**config.mk**
```make
export PLATFORM = sky130hd
export DESIGN_NAME = fet_channel_fault_timing
export DESIGN_NICKNAME = d
export VERILOG_FILES = /design/src/fet_timing_pkg.sv /design/src/fet_channel_fault_timing.sv
export VERILOG_INCLUDE_DIRS = /design/src
export SDC_FILE = /design/constraint.sdc
export NUM_CORES = 1
export LEC_CHECK = 0
export ABC_AREA = 1
export BUFFER_PORTS_ARGS = -buffer_cell sky130_fd_sc_hd__buf_2
export CAP_MARGIN = 10
export CORE_MARGIN = 3
export CORE_UTILIZATION = 50
export DETAILED_ROUTE_END_ITERATION = 12
export PLACE_DENSITY = 0.76
export SLEW_MARGIN = 25
export SYNTH_ARGS = -nofsm -noshare
export SYNTH_HDL_FRONTEND = slang
export SYNTH_SLANG_ARGS = --single-unit
```
**constraint.sdc**
```tcl
create_clock -name clk_sys -period 3.2 [get_ports clk_sys]
set_input_delay 0.48 -clock clk_sys [delete_from_list [all_inputs] [get_ports clk_sys]]
set_output_delay 0.48 -clock clk_sys [all_outputs]
set_load 0.02 [all_outputs]
```
**src/fet_timing_map.svh**
```systemverilog
// Purpose: Named constants for the FET channel fault timing block
// Assumes: 50 MHz system clock, Avalon-MM word addressing of 32-bit registers
// Notes:   Times are kept in microseconds; cycle counts derive from the clock rate
`ifndef FET_TIMING_MAP_SVH
`define FET_TIMING_MAP_SVH

`define CLK_MHZ          50
`define US_TO_CYC(us)    ((us) * `CLK_MHZ)
// On-state blank times, us
`define ON_BLANK_US_3    56
`define ON_BLANK_US_2    28
`define ON_BLANK_US_1    14
`define ON_BLANK_US_0    5
// Off-state blank times, us
`define OFF_BLANK_US_3   4000
`define OFF_BLANK_US_2   280
`define OFF_BLANK_US_1   140
`define OFF_BLANK_US_0   80
// Retry periods, us
`define RETRY_LONG_US    55000
`define RETRY_SHORT_US   10000
// Fault filter time, us
`define FILTER_US        2
// Short-to-battery reference levels, percent of regulator
`define STB_PCT_7        7'h1f
`define STB_PCT_6        7'h12
`define STB_PCT_5        7'h10
`define STB_PCT_4        7'h0e
`define STB_PCT_3        7'h0c
`define STB_PCT_2        7'h0a
`define STB_PCT_1        7'h08
`define STB_PCT_0        7'h06
// Short-to-ground reference levels, percent of regulator
`define STG_PCT_HI       7'h42
`define STG_PCT_LO       7'h2d
// Register word addresses
`define ADDR_CTRL        4'h0
`define ADDR_CFG         4'h1
`define ADDR_STATUS      4'h2
`define ADDR_MASK        4'h3
`define ADDR_IRQ         4'h4
`define ADDR_REF         4'h5
// Config register fields
`define CFG_ON_LSB       0
`define CFG_OFF_LSB      2
`define CFG_STB_LSB      4
`define CFG_STG_BIT      7
`define CFG_NPD_BIT      8
`define CFG_RETRY_BIT    9
`define CFG_RST          10'h000
`define TIMER_W          22

`endif

```
**src/fet_timing_pkg.sv**
```systemverilog
// Purpose: Types for the FET channel fault timing block
// Assumes: Constants come from fet_timing_map.svh
// Notes:   Configuration travels as one packed struct
package fet_timing_pkg;
  typedef struct packed {
    logic       retry_period_sel;
    logic       pulldown_current_disable;
    logic       stg_threshold_sel;
    logic [2:0] stb_threshold_sel;
    logic [1:0] off_blank_sel;
    logic [1:0] on_blank_sel;
  } chan_cfg_t;

  typedef enum logic [1:0] {
    ST_IDLE  = 2'b00,
    ST_BLANK = 2'b01,
    ST_WATCH = 2'b10
  } blank_state_t;
endpackage

```
**src/fet_channel_fault_timing.sv**
```systemverilog
// Purpose: One channel's gate control, fault blanking, fault latching and shared retry
// Assumes: Drain comparator results arrive asynchronously and are synchronised here
// Notes:   Thresholds are exported as percent codes for the analog reference DAC
// Overview of operation
// RQ1 - Gate high: on-blank field picks 56, 28, 14 or 5 us
// RQ2 - Gate low: off-blank field picks 4000, 280, 140 or 80 us
// RQ3 - Three-bit field picks battery-short level 31,18,16,14,12,10,8,6 percent
// RQ4 - Off state: one bit picks ground-short level 66 or 45 percent
// RQ5 - Pull-down current on only while gate low and disable bit clear
// RQ6 - Retry period bit picks about 55 ms or about 10 ms
// RQ7 - Gate high needs reset released, no battery fault, input or serial bit
// RQ8 - A detected battery short pulls the gate low at once
// RQ9 - Faults stay latched, clear only at blank end when gone; the battery fault here clears when the retry timer expires
// RQ10 - One shared retry timer re-attempts drive after battery shorts
// RQ11 - Timers count the system clock; blank restarts on each gate edge
//
// The Avalon-MM slave port and the register addresses are this design's own decisions.
`timescale 1ns/10ps
`include "fet_timing_map.svh"

module fet_channel_fault_timing
  import fet_timing_pkg::*;
#(
  parameter int RETRY_LONG_CYC  = `US_TO_CYC(`RETRY_LONG_US),
  parameter int RETRY_SHORT_CYC = `US_TO_CYC(`RETRY_SHORT_US)
) (
  input  wire logic        clk_sys,
  input  wire logic        rst_n,
  input  wire logic        chip_reset_low,
  input  wire logic        direct_input,
  input  wire logic        drain_sense,
  input  wire logic        stg_sense,
  input  wire logic [3:0]  avs_address,
  input  wire logic        avs_read,
  input  wire logic        avs_write,
  input  wire logic [31:0] avs_writedata,
  output logic      [31:0] avs_readdata,
  output logic             avs_waitrequest,
  output logic             gate_output,
  output logic             pulldown_enable,
  output logic      [6:0]  stb_ref_pct,
  output logic      [6:0]  stg_ref_pct,
  output logic             irq
);

  localparam int TW = `TIMER_W;
  localparam int FILT_CYC = `US_TO_CYC(`FILTER_US);

  // Blank length in cycles for the present gate level
  function automatic logic [TW-1:0] blank_cyc(input logic on, input logic [1:0] sel);
    logic [TW-1:0] r;
    r = '0;
    if (on) begin
      case (sel)
        2'b11:   r = TW'(`US_TO_CYC(`ON_BLANK_US_3)); // RQ1
        2'b10:   r = TW'(`US_TO_CYC(`ON_BLANK_US_2));
        2'b01:   r = TW'(`US_TO_CYC(`ON_BLANK_US_1));
        default: r = TW'(`US_TO_CYC(`ON_BLANK_US_0));
      endcase
    end else begin
      case (sel)
        2'b11:   r = TW'(`US_TO_CYC(`OFF_BLANK_US_3)); // RQ2
        2'b10:   r = TW'(`US_TO_CYC(`OFF_BLANK_US_2));
        2'b01:   r = TW'(`US_TO_CYC(`OFF_BLANK_US_1));
        default: r = TW'(`US_TO_CYC(`OFF_BLANK_US_0));
      endcase
    end
    return r;
  endfunction

  // Pin synchronisers: first stage read only by the second
  logic [3:0] sync1_q, sync2_q;
  always_ff @(posedge clk_sys or negedge rst_n) begin
    if (!rst_n) begin
      sync1_q <= 4'h0;
      sync2_q <= 4'h0;
    end else begin
      sync1_q <= {chip_reset_low, direct_input, drain_sense, stg_sense};
      sync2_q <= sync1_q;
    end
  end
  logic rst_pin_n, in_s, drn_s, stg_s;
  assign {rst_pin_n, in_s, drn_s, stg_s} = sync2_q;

  // Register state
  logic       serial_gate_bit_q, serial_gate_bit_d;
  chan_cfg_t  cfg_q, cfg_d;
  logic [1:0] sts_q, sts_d;       // [0] battery short, [1] ground short
  logic [1:0] mask_q, mask_d;
  logic       rd_pend_q, rd_pend_d;
  logic [31:0] rdata_q, rdata_d;

  // Fault engine state
  blank_state_t    bst_q, bst_d;
  logic [TW-1:0]   bcnt_q, bcnt_d;
  // Filter counter must reach the full filter time, so it is sized for it
  logic [6:0]      fcnt_q, fcnt_d;
  logic            stb_flt_q, stb_flt_d;
  logic            stg_flt_q, stg_flt_d;
  logic [TW-1:0]   rcnt_q, rcnt_d;
  logic            gate_q, gate_d;
  logic            retry_hold_q, retry_hold_d;

  logic req_on, stb_evt, stg_evt, blank_end;
  assign req_on    = in_s | serial_gate_bit_q;
  assign blank_end = (bst_q == ST_BLANK) && (bcnt_q == '0);

  // Gate, blanking, filtering and fault latching
  always_comb begin
    gate_d       = rst_pin_n & ~stb_flt_q & ~retry_hold_q & req_on; // RQ7
    bst_d        = bst_q;
    bcnt_d       = bcnt_q;
    fcnt_d       = fcnt_q;
    stb_flt_d    = stb_flt_q;
    stg_flt_d    = stg_flt_q;
    rcnt_d       = rcnt_q;
    retry_hold_d = retry_hold_q;
    stb_evt      = 1'b0;
    stg_evt      = 1'b0;
    if (gate_d != gate_q) begin
      bst_d  = ST_BLANK; // RQ11
      bcnt_d = blank_cyc(gate_d, gate_d ? cfg_q.on_blank_sel : cfg_q.off_blank_sel);
      fcnt_d = '0;
    end else begin
      case (bst_q)
        ST_IDLE:  bst_d = ST_IDLE;
        ST_BLANK: begin
          if (bcnt_q != '0) begin
            bcnt_d = bcnt_q - 1'b1;
          end else begin
            bst_d = ST_WATCH;
            // Clearance here when the fault is seen gone; the battery fault also clears at retry end
            if (gate_q && !drn_s)  stb_flt_d = 1'b0; // RQ9
            if (!gate_q && !stg_s) stg_flt_d = 1'b0; // RQ9
          end
        end
        ST_WATCH: begin
          // Filter rejects short glitches on the comparator
          if ((gate_q ? drn_s : stg_s) && !mask_q[gate_q ? 0 : 1]) begin
            if (fcnt_q == 7'(FILT_CYC - 1)) begin
              fcnt_d = '0;
              if (gate_q) begin
                stb_flt_d = 1'b1;
                stb_evt   = 1'b1;
              end else begin
                stg_flt_d = 1'b1;
                stg_evt   = 1'b1;
              end
            end else begin
              fcnt_d = fcnt_q + 1'b1;
            end
          end else begin
            fcnt_d = '0;
          end
        end
        default: bst_d = ST_IDLE;
      endcase
    end
    if (stb_evt) begin
      gate_d       = 1'b0; // RQ8
      // A fault turn-off is a gate edge too; off-state blanking restarts here
      bst_d        = ST_BLANK; // RQ11
      bcnt_d       = blank_cyc(1'b0, cfg_q.off_blank_sel);
      fcnt_d       = '0;
      retry_hold_d = 1'b1;
      rcnt_d       = cfg_q.retry_period_sel ? TW'(RETRY_LONG_CYC) : TW'(RETRY_SHORT_CYC); // RQ6
    end else if (retry_hold_q) begin
      // Shared retry timer re-arms drive and releases the battery fault latch
      if (rcnt_q != '0) begin
        rcnt_d = rcnt_q - 1'b1;
      end else begin
        retry_hold_d = 1'b0; // RQ10
        stb_flt_d    = 1'b0;
      end
    end
    if (!rst_pin_n) begin
      stb_flt_d    = 1'b0;
      stg_flt_d    = 1'b0;
      retry_hold_d = 1'b0;
    end
  end

  always_ff @(posedge clk_sys or negedge rst_n) begin
    if (!rst_n) begin
      bst_q        <= ST_IDLE;
      bcnt_q       <= '0;
      fcnt_q       <= 7'h00;
      stb_flt_q    <= 1'b0;
      stg_flt_q    <= 1'b0;
      rcnt_q       <= '0;
      gate_q       <= 1'b0;
      retry_hold_q <= 1'b0;
    end else begin
      bst_q        <= bst_d;
      bcnt_q       <= bcnt_d;
      fcnt_q       <= fcnt_d;
      stb_flt_q    <= stb_flt_d;
      stg_flt_q    <= stg_flt_d;
      rcnt_q       <= rcnt_d;
      gate_q       <= gate_d;
      retry_hold_q <= retry_hold_d;
    end
  end

  // Outputs from flops; thresholds decoded from configuration
  assign gate_output     = gate_q;
  assign pulldown_enable = ~gate_q & ~cfg_q.pulldown_current_disable; // RQ5
  always_comb begin
    case (cfg_q.stb_threshold_sel) // RQ3
      3'b111:  stb_ref_pct = `STB_PCT_7;
      3'b110:  stb_ref_pct = `STB_PCT_6;
      3'b101:  stb_ref_pct = `STB_PCT_5;
      3'b100:  stb_ref_pct = `STB_PCT_4;
      3'b011:  stb_ref_pct = `STB_PCT_3;
      3'b010:  stb_ref_pct = `STB_PCT_2;
      3'b001:  stb_ref_pct = `STB_PCT_1;
      default: stb_ref_pct = `STB_PCT_0;
    endcase
    stg_ref_pct = cfg_q.stg_threshold_sel ? `STG_PCT_HI : `STG_PCT_LO; // RQ4
  end

  // Avalon slave: writes take one cycle, reads answer on the second cycle
  logic wr_ctrl, wr_cfg, wr_mask, wr_irq;
  always_comb begin
    wr_ctrl = avs_write && avs_address == `ADDR_CTRL;
    wr_cfg  = avs_write && avs_address == `ADDR_CFG;
    wr_mask = avs_write && avs_address == `ADDR_MASK;
    wr_irq  = avs_write && avs_address == `ADDR_IRQ;
    serial_gate_bit_d = wr_ctrl ? avs_writedata[0] : serial_gate_bit_q;
    cfg_d   = wr_cfg ? chan_cfg_t'(avs_writedata[9:0]) : cfg_q;
    mask_d  = wr_mask ? avs_writedata[1:0] : mask_q;
    // Set beats clear so a fault in the clearing cycle is kept
    sts_d   = (sts_q & ~(wr_irq ? avs_writedata[1:0] : 2'b00)) | {stg_evt, stb_evt};
    rd_pend_d = avs_read && !rd_pend_q;
    rdata_d = 32'h0;
    case (avs_address)
      `ADDR_CTRL:   rdata_d = {31'h0, serial_gate_bit_q};
      `ADDR_CFG:    rdata_d = {22'h0, cfg_q};
      `ADDR_STATUS: rdata_d = {28'h0, retry_hold_q, gate_q, stg_flt_q, stb_flt_q};
      `ADDR_MASK:   rdata_d = {30'h0, mask_q};
      `ADDR_IRQ:    rdata_d = {30'h0, sts_q};
      `ADDR_REF:    rdata_d = {18'h0, stg_ref_pct, stb_ref_pct};
      default:      rdata_d = 32'h0;
    endcase
  end

  always_ff @(posedge clk_sys or negedge rst_n) begin
    if (!rst_n) begin
      serial_gate_bit_q <= 1'b0;
      cfg_q             <= chan_cfg_t'(`CFG_RST);
      mask_q            <= 2'b00;
      sts_q             <= 2'b00;
      rd_pend_q         <= 1'b0;
      rdata_q           <= 32'h0;
    end else begin
      serial_gate_bit_q <= serial_gate_bit_d;
      cfg_q             <= cfg_d;
      mask_q            <= mask_d;
      sts_q             <= sts_d;
      rd_pend_q         <= rd_pend_d;
      rdata_q           <= rdata_d;
    end
  end

  assign avs_waitrequest = avs_read && !rd_pend_q;
  assign avs_readdata    = rdata_q;
  assign irq             = |(sts_q & ~mask_q);

  // Checks
  AST_GATE_NEEDS_REQ: assert property (@(posedge clk_sys) disable iff (!rst_n)
    gate_output |-> $past(req_on) && $past(rst_pin_n)) else $error("gate high without request"); // RQ7
  AST_STB_KILLS_GATE: assert property (@(posedge clk_sys) disable iff (!rst_n)
    stb_evt |=> !gate_output) else $error("gate stayed high after battery short"); // RQ8
  AST_PD_OFF: assert property (@(posedge clk_sys) disable iff (!rst_n)
    pulldown_enable |-> !gate_output && !cfg_q.pulldown_current_disable) else $error("pulldown wrong"); // RQ5
  AST_BLANK_RESTART: assert property (@(posedge clk_sys) disable iff (!rst_n)
    (gate_q != $past(gate_q)) |-> bst_q == ST_BLANK) else $error("blank not restarted"); // RQ11
  AST_ON_BLANK_LEN: assert property (@(posedge clk_sys) disable iff (!rst_n)
    $rose(gate_q) && cfg_q.on_blank_sel == 2'b00 |-> bcnt_q == 22'd250) else $error("on blank length"); // RQ1
  AST_OFF_BLANK_LEN: assert property (@(posedge clk_sys) disable iff (!rst_n)
    $fell(gate_q) && cfg_q.off_blank_sel == 2'b00 |-> bcnt_q == 22'd4000) else $error("off blank length"); // RQ2
  AST_STB_REF: assert property (@(posedge clk_sys) disable iff (!rst_n)
    cfg_q.stb_threshold_sel == 3'b111 |-> stb_ref_pct == 7'h1f) else $error("stb ref"); // RQ3
  AST_STG_REF: assert property (@(posedge clk_sys) disable iff (!rst_n)
    !cfg_q.stg_threshold_sel |-> stg_ref_pct == 7'h2d) else $error("stg ref"); // RQ4
  AST_FAULT_HELD: assert property (@(posedge clk_sys) disable iff (!rst_n)
    $fell(stg_flt_q) |-> $past(blank_end) || !$past(rst_pin_n)) else $error("fault cleared early"); // RQ9
  AST_RETRY_LOAD: assert property (@(posedge clk_sys) disable iff (!rst_n)
    stb_evt && !cfg_q.retry_period_sel |=> rcnt_q == TW'(RETRY_SHORT_CYC)) else $error("retry load"); // RQ6 RQ10

  // Further checks on pulldown, gate blocking, blank restart and reference decode
  AST_PD_ON: assert property (@(posedge clk_sys) disable iff (!rst_n)
    !gate_output && !cfg_q.pulldown_current_disable |-> pulldown_enable) else $error("pulldown missing"); // RQ5
  AST_STB_REF_LOW: assert property (@(posedge clk_sys) disable iff (!rst_n)
    cfg_q.stb_threshold_sel == 3'b000 |-> stb_ref_pct == 7'h06) else $error("stb ref low"); // RQ3
  AST_STG_REF_HI: assert property (@(posedge clk_sys) disable iff (!rst_n)
    cfg_q.stg_threshold_sel |-> stg_ref_pct == 7'h42) else $error("stg ref high"); // RQ4
  AST_RETRY_BLOCKS: assert property (@(posedge clk_sys) disable iff (!rst_n)
    retry_hold_q |=> !gate_output) else $error("gate high during retry wait"); // RQ10
  AST_STB_FALL_BLANK: assert property (@(posedge clk_sys) disable iff (!rst_n)
    stb_evt |=> bst_q == ST_BLANK) else $error("no blank after fault turn-off"); // RQ11
  AST_FAULT_BLOCKS_GATE: assert property (@(posedge clk_sys) disable iff (!rst_n)
    stb_flt_q |=> !gate_output) else $error("gate high with battery fault"); // RQ7
  AST_PIN_RESET_GATE: assert property (@(posedge clk_sys) disable iff (!rst_n)
    !rst_pin_n |=> !gate_output) else $error("gate high in chip reset"); // RQ7

endmodule // fet_channel_fault_timing

```
* Word level (Yosys, flattened, before mapping)
Cells that the tools add are included.
** Storage, ports and cells
- Bits in registers :: 113
- Bits of input ports :: 44
- Output and inout port bits :: 50
- Word-level logic and storage cells :: 161
** Cells by class
- $add $sub $neg :: 3
- Order comparisons :: 1
- Eq/ne operators :: 31
- Mux-type cells :: 65
- Bitwise operators :: 14
- Reductions and logical operators :: 26
** Operator list (number)
- 22-bit two-way mux :: 9
- 18-bit one-hot mux with 3 select lines :: 2
- 14-bit one-hot mux with 6 select lines :: 1
- 22-bit nonzero test :: 2
- 22-bit by 1-bit subtractor with 22-bit output (second input constant) :: 2
- 7-bit two-way mux :: 6
- 1-bit two-way mux :: 37
- 12-bit one-hot mux with 3 select lines :: 1
- 5-bit one-hot mux with 7 select lines :: 1
- 3-bit inequality test (second input constant) :: 5
- 3-bit equality test (second input constant) :: 4
- 2-bit equality test (second input constant) :: 5
- 2-bit two-way mux :: 5
- 3-bit nonzero test :: 3
- 4-bit by 2-bit equality test with 1-bit output (second input constant) :: 2
- 4-bit by 3-bit equality test with 1-bit output (second input constant) :: 2
- 1-bit logical AND :: 8
- 7-bit by 1-bit adder with 7-bit output (second input constant) :: 1
- 7-bit equality test (second input constant) :: 1
- 7-bit AND reduction :: 1
- 2-bit by 1-bit equality test with 1-bit output (second input constant) :: 3
- 3-bit by 2-bit equality test with 1-bit output (second input constant) :: 2
- 2-bit AND reduction :: 3
- 1-bit logical NOT :: 5
- 19 further kinds :: 29

* Logic depth before layout (Yosys ltp)
- Word-level depth :: 13
- Gate-level depth with buffers :: 15

* Worst setup path after synthesis
OpenSTA, ideal clock, no wires.
- Path type :: register to register
- Start :: register retry_hold_q
- End :: register bcnt_q[4]
- Library setup time :: 118 ps
- Arrival time :: 1677 ps
- Data required time :: 3082 ps
- Slack :: 1406 ps
- Cell stages (with the launch flop) :: 12
- Buffers on the path :: 1
- Clock period less this slack :: 1794 ps
- Path through :: dfrtp_1 > nor2_2 > nand3_1 > buf_2 > nand2_1 > nand2_1 > inv_1 > ha_1 > nand2_1 > nand3_1 > a21oi_1 > nor2_1
** Between the ends
- Cells in the longest elaborated chain, start to end :: 9
** Ends and longest elaborated chain
- start, declared :: RTL line fet_channel_fault_timing.sv:102 : logic retry_hold_q, retry_hold_d;
- start signal, assigned :: RTL line fet_channel_fault_timing.sv:201 : retry_hold_q <= retry_hold_d;
- 1-bit NOT * :: RTL line fet_channel_fault_timing.sv:110 : gate_d = rst_pin_n & ~stb_flt_q & ~retry_hold_q & req_on;
- 1-bit AND * (2 in series) :: RTL line fet_channel_fault_timing.sv:110
- 2-bit two-way mux :: RTL line fet_channel_fault_timing.sv:122 : bcnt_d = blank_cyc(gate_d, gate_d ? cfg_q.on_blank_sel : cfg_q.off_blank_sel);
- 2-bit by 1-bit equality test with 1-bit output or 2-bit equality test (tied branches) :: RTL line fet_channel_fault_timing.sv:61 : case (sel)
- 18-bit one-hot mux with 3 select lines :: RTL line fet_channel_fault_timing.sv:61
- 22-bit two-way mux :: RTL line fet_channel_fault_timing.sv:53 : if (on) begin
- 22-bit two-way mux :: RTL line fet_channel_fault_timing.sv:120 : if (gate_d != gate_q) begin
- 22-bit two-way mux :: RTL line fet_channel_fault_timing.sv:159 : if (stb_evt) begin
- end signal, assigned :: RTL line fet_channel_fault_timing.sv:195 : bcnt_q <= bcnt_d;
- end, declared :: RTL line fet_channel_fault_timing.sv:95 : logic [TW-1:0] bcnt_q, bcnt_d;
Mark *: on every way between the ends. The rest lies on a longest branch, timed or not.
A chain may end at the register's enable or synchronous reset.

* Final worst setup path
- Start :: register retry_hold_q
- End :: register rcnt_q[18]
** Between the ends
- Cells in the longest elaborated chain, start to end :: 7
** Ends and longest elaborated chain
- 1-bit NOT :: RTL line fet_channel_fault_timing.sv:110
- 1-bit AND (2 in series) :: RTL line fet_channel_fault_timing.sv:110
- 1-bit inequality test :: RTL line fet_channel_fault_timing.sv:120
- 1-bit two-way mux :: RTL line fet_channel_fault_timing.sv:120
- 2-bit nonzero test (no source line)
- 2-bit AND reduction (no source line)
- end signal, assigned :: RTL line fet_channel_fault_timing.sv:199 : rcnt_q <= rcnt_d;
- end, declared :: RTL line fet_channel_fault_timing.sv:100 : logic [TW-1:0] rcnt_q, rcnt_d;
Several ways; a longest one is shown, not always the timed one.

==> impl_summary.log <==
[metrics] total clock buffers created by CTS: 9
[metrics] routed length per instance: 13.1 um
[metrics] worst clock skew on the final layout: 0.00778 ns
[metrics] critical path, cell by cell: nor2_2 > nand3_1 > nand2_2 > nand2_2 > inv_2 > nand3_4 > nand2_4 > inv_1 > nand2_1 > nand2_1
[metrics] leakage power: 3.50 nW
[metrics] routed vias: 5004
[metrics] top-area cell type share of the netlist area: 39.9%
[metrics] post-cts resize count: 0
[metrics] Core Rows: 38
[metrics] TritonCTS clock tree: yes
[metrics] worst max-slew margin expressed relative to the limit: 59.4%
[metrics] DRT antenna net count: 0
[metrics] via count of the first global-routing pass: 4667
[metrics] Net count, final: 908
[metrics] CP endpoint kind: flop
[metrics] slowest stage delay, CP: 0.42 ns
[metrics] antenna fix cells: 0
[metrics] sequential cell area fraction in the yosys report: 39.9%
[metrics] # H-tree levels: 3
[metrics] global-route track usage on met1: 28.3%
[metrics] CTS clk-pin slew, worst paths: 0.07 ns
[metrics] fraction of final layout cells sized beyond drive strength 1: 10.6%
[metrics] clock tree root buffer cell: sky130_fd_sc_hd__clkbuf_16
[metrics] setup repair after global routing missed its margin: no
[metrics] First DRT Iteration DRCs: 356
[metrics] worst vdd ir: 479 uV
[metrics] number of max-slew violations in the final report: 0
[metrics] placeable core region: 11100 um^2
[metrics] pin count of the biggest net entering global routing: 50
[metrics] DRC: 0
[metrics] family with the most delay on the worst path: simple AND/OR/NAND/NOR gates
[metrics] P&R area growth vs syn: 9.73%
[metrics] grt met2 use: 34.2%
[metrics] CTS Hold Buffers Added: 0
[metrics] prevailing post-synth register cell: sky130_fd_sc_hd__dfrtp_1
[metrics] first-pass GRT wire length: 21900 um
[metrics] total number of yosys warnings: 0
[metrics] type of the tightest min-delay check: in -> async
[metrics] clock network latency to the later pin of the worst-skew pair: 0.36 ns
[metrics] antenna violations before repair: 0
[metrics] number of buffers on the longest clock path: 2
[metrics] Final Routed Wirelength: 12900 um
[metrics] die outline height: 114 um
[metrics] startpoint type of the worst setup path: flop
[metrics] fin crit period: 2.43 ns
[metrics] data arrival at the endpoint of the critical path: 2.68 ns
[metrics] Power, Total: 0.00398 W
[metrics] number of placed cells counting well taps: 971
[metrics] # IOs: 94
[metrics] Post-Synthesis Mean Instance Area: 7.30 um^2
[metrics] IO buf count: 49
[metrics] Cell variety after synth: 38
[metrics] number of sinks on the clock net: 93
[metrics] slowest cell on the critical path: sky130_fd_sc_hd__dfrtp_1
[metrics] Via-to-Cell Ratio: 5.08
[metrics] chip width: 114 um
[metrics] global router's overall resource usage: 21.0%
[metrics] remaining global-route overflow: 0
[metrics] final worst-path cycle share: 75.9%
[metrics] ratio of total power to cell area: 623 nW/um^2
[metrics] Yosys top cell by area: sky130_fd_sc_hd__dfrtp_1
[metrics] number of setup buffers added after CTS: 0
[metrics] netlist area before placement: 5830 um^2
[metrics] met3 track utilization from global routing: 5.57%
[metrics] setup-violating endpoint count in the final report: 0
[metrics] Crit Path Class: reg -> reg
[metrics] Final Hold Violating Endpoints: 0
[metrics] post-synthesis cell count: 798
[metrics] proportion of register bits with asynchronous set or reset after synthesis: 100%
[metrics] initial standard-cell utilization of the core: 52.4%
[metrics] Synth Register Bits: 93
[metrics] top area cells in the synthesized netlist: sky130_fd_sc_hd__dfrtp_1 (40%), sky130_fd_sc_hd__nand2_1 (13%), sky130_fd_sc_hd__nor2_1 (7.7%)
[metrics] top achievable clock speed: 412 MHz
[metrics] Placer Congestion: 0.863
[metrics] setup TNS: 0 ns
[metrics] Required @ worst endpoint: 3.45 ns
[metrics] utilization after layout: 57.5%
[metrics] Total Die Area: 13000 um^2
[metrics] Layout Cells excl Fill: 986
[metrics] post-detailed-placement half-perimeter wirelength: 9710 um
[metrics] critical path peak fanout: 27
[metrics] transition time at the pin with the least slew margin: 0.608 ns
[metrics] count of buffering cells on the critical path with inverters included: 2
[metrics] outcome: completed
[metrics] count of flip-flops with a built-in enable after synthesis: 0
[metrics] register-to-register setup slack: 0.77 ns
[metrics] detailed-router iteration count before antenna repair: 5
[metrics] grt peak-use layer: met2
[metrics] max-cap violation count: 0
[power by group]
group | switching [W] | internal (W)
clock network | 0.000465 | 0.000760
logic | 0.000813 | 0.000415
registers | 0.000185 | 0.00134
total | 0.00146 | 0.00252
[final timing paths]
check,from,to,cells after the start
min in group clk_sys,direct_input,sync1_q[2],1
worst max register to register,retry_hold_q,rcnt_q[18],10
max in group asynchronous,rst_n,bcnt_q[19],2
worst min-delay path,rst_n,rcnt_q[14],1
worst min register to register,sync1_q[1],sync2_q[1],0
worst max-delay path,retry_hold_q,rcnt_q[18],10
[layout by cell type, fill, tap and decap left out, types with 2 or more instances in the layout]
cell                        synthesis  routed
sky130_fd_sc_hd__nand3b_1           5       5
sky130_fd_sc_hd__nand4_1            7       7
sky130_fd_sc_hd__nor2_4             2       2
sky130_fd_sc_hd__nor2_2             5       5
sky130_fd_sc_hd__mux2_2             2       2
sky130_fd_sc_hd__nand2_1          198     198
sky130_fd_sc_hd__conb_1             1      22
sky130_fd_sc_hd__o221ai_1           2       2
sky130_fd_sc_hd__o211ai_1           3       3
sky130_fd_sc_hd__o21bai_1           2       2
sky130_fd_sc_hd__o21ai_0           45      45
sky130_fd_sc_hd__nand3_1           64      64
sky130_fd_sc_hd__o22ai_1            2       2
sky130_fd_sc_hd__buf_2              4      48
sky130_fd_sc_hd__o2111ai_1          3       3
sky130_fd_sc_hd__ha_1              22      22
sky130_fd_sc_hd__nor2_1           119     119
sky130_fd_sc_hd__inv_1             96      96
sky130_fd_sc_hd__bufinv_16          0       3
sky130_fd_sc_hd__a21oi_1           28      28
sky130_fd_sc_hd__nand2_2            7       7
sky130_fd_sc_hd__xor2_1            15      15
sky130_fd_sc_hd__o21ai_1            4       4
sky130_fd_sc_hd__and2_1             2       2
sky130_fd_sc_hd__xnor2_1            7       7
sky130_fd_sc_hd__nor3_1            11      11
sky130_fd_sc_hd__dfrtp_1           93      93
sky130_fd_sc_hd__buf_4             32       7
sky130_fd_sc_hd__and3_1             2       2
sky130_fd_sc_hd__clkbuf_16          0       9
[worst reg2reg max path, cell delays in order (launching register included)]
cell and delay (ns):
sky130_fd_sc_hd__dfrtp_1 0.42, sky130_fd_sc_hd__nor2_2 0.19, sky130_fd_sc_hd__nand3_1 0.34, sky130_fd_sc_hd__nand2_2 0.21
sky130_fd_sc_hd__nand2_2 0.21, sky130_fd_sc_hd__inv_2 0.15, sky130_fd_sc_hd__nand3_4 0.14, sky130_fd_sc_hd__nand2_4 0.27
sky130_fd_sc_hd__inv_1 0.23, sky130_fd_sc_hd__nand2_1 0.11, sky130_fd_sc_hd__nand2_1 0.05
[stage by stage]
step | area (um^2) | setup WS (ns) | hold WS [ns]
global route | 6390 | 0.473 | 0.159
floorplan | 5910 | 1.41 | 0.184
detailed placement | 6060 | 0.815 | 0.336
finish | 6390 | 0.772 | 0.113
CTS | 6390 | 0.789 | 0.147
global placement | 6060 | 0.821 | 0.333
[registers in the layout, summed over array words and instances, names as in the netlist]
name	flops
rd_pend_q	1
fcnt_q	7
avs_readdata	12
bst_q	2
serial_gate_bit_q	1
bcnt_q	22
stg_flt_q	1
sync1_q	4
sts_q	2
cfg_q	10
mask_q	2
sync2_q	4
gate_output	1
stb_flt_q	1
rcnt_q	22
retry_hold_q	1
[per-layer routing]
metal | share of wire [%] | vias to the layer above | wire (um)
met4 | 0.93 | 0 | 121
met1 | 47 | 2320 | 6100
met2 | 47 | 110 | 6040
met5 | 0 | - | 0
li1 | - | 2563 | -
met3 | 5.3 | 11 | 687
[synth_stat cells, types with 5 or more instances]
master and n:
sky130_fd_sc_hd__nand3b_1 5, sky130_fd_sc_hd__nor3_1 11, sky130_fd_sc_hd__ha_1 22, sky130_fd_sc_hd__nand2_2 7
sky130_fd_sc_hd__o21ai_0 45, sky130_fd_sc_hd__nor2_1 119, sky130_fd_sc_hd__xor2_1 15, sky130_fd_sc_hd__inv_1 96
sky130_fd_sc_hd__dfrtp_1 93, sky130_fd_sc_hd__buf_4 32, sky130_fd_sc_hd__a21oi_1 28, sky130_fd_sc_hd__xnor2_1 7
sky130_fd_sc_hd__nand4_1 7, sky130_fd_sc_hd__nand3_1 64, sky130_fd_sc_hd__nand2_1 198, sky130_fd_sc_hd__nor2_2 5
[kinds of logic after synthesis]
group | count (synthesis) | share of synthesized area [%]
simple gates | 424 | 30.9
compound gates | 94 | 9.04
other cells | 1 | 0.0644
fa+ha+maj | 22 | 4.72
buf+inv | 140 | 11.7
mux | 2 | 0.386
flops | 93 | 39.9
xor+xnor | 22 | 3.31
[final cells by class]
class / count / area (um^2)
sequential: 93 / 2330
timing repair buffer: 55 / 293
tap: 140 / 175
inverter: 97 / 364
clock inverter: 6 / 111
multi-input combinational: 586 / 2900
fill: 1061 / 4730
clock buffer: 9 / 225
(Power assumes the default switching activity.)
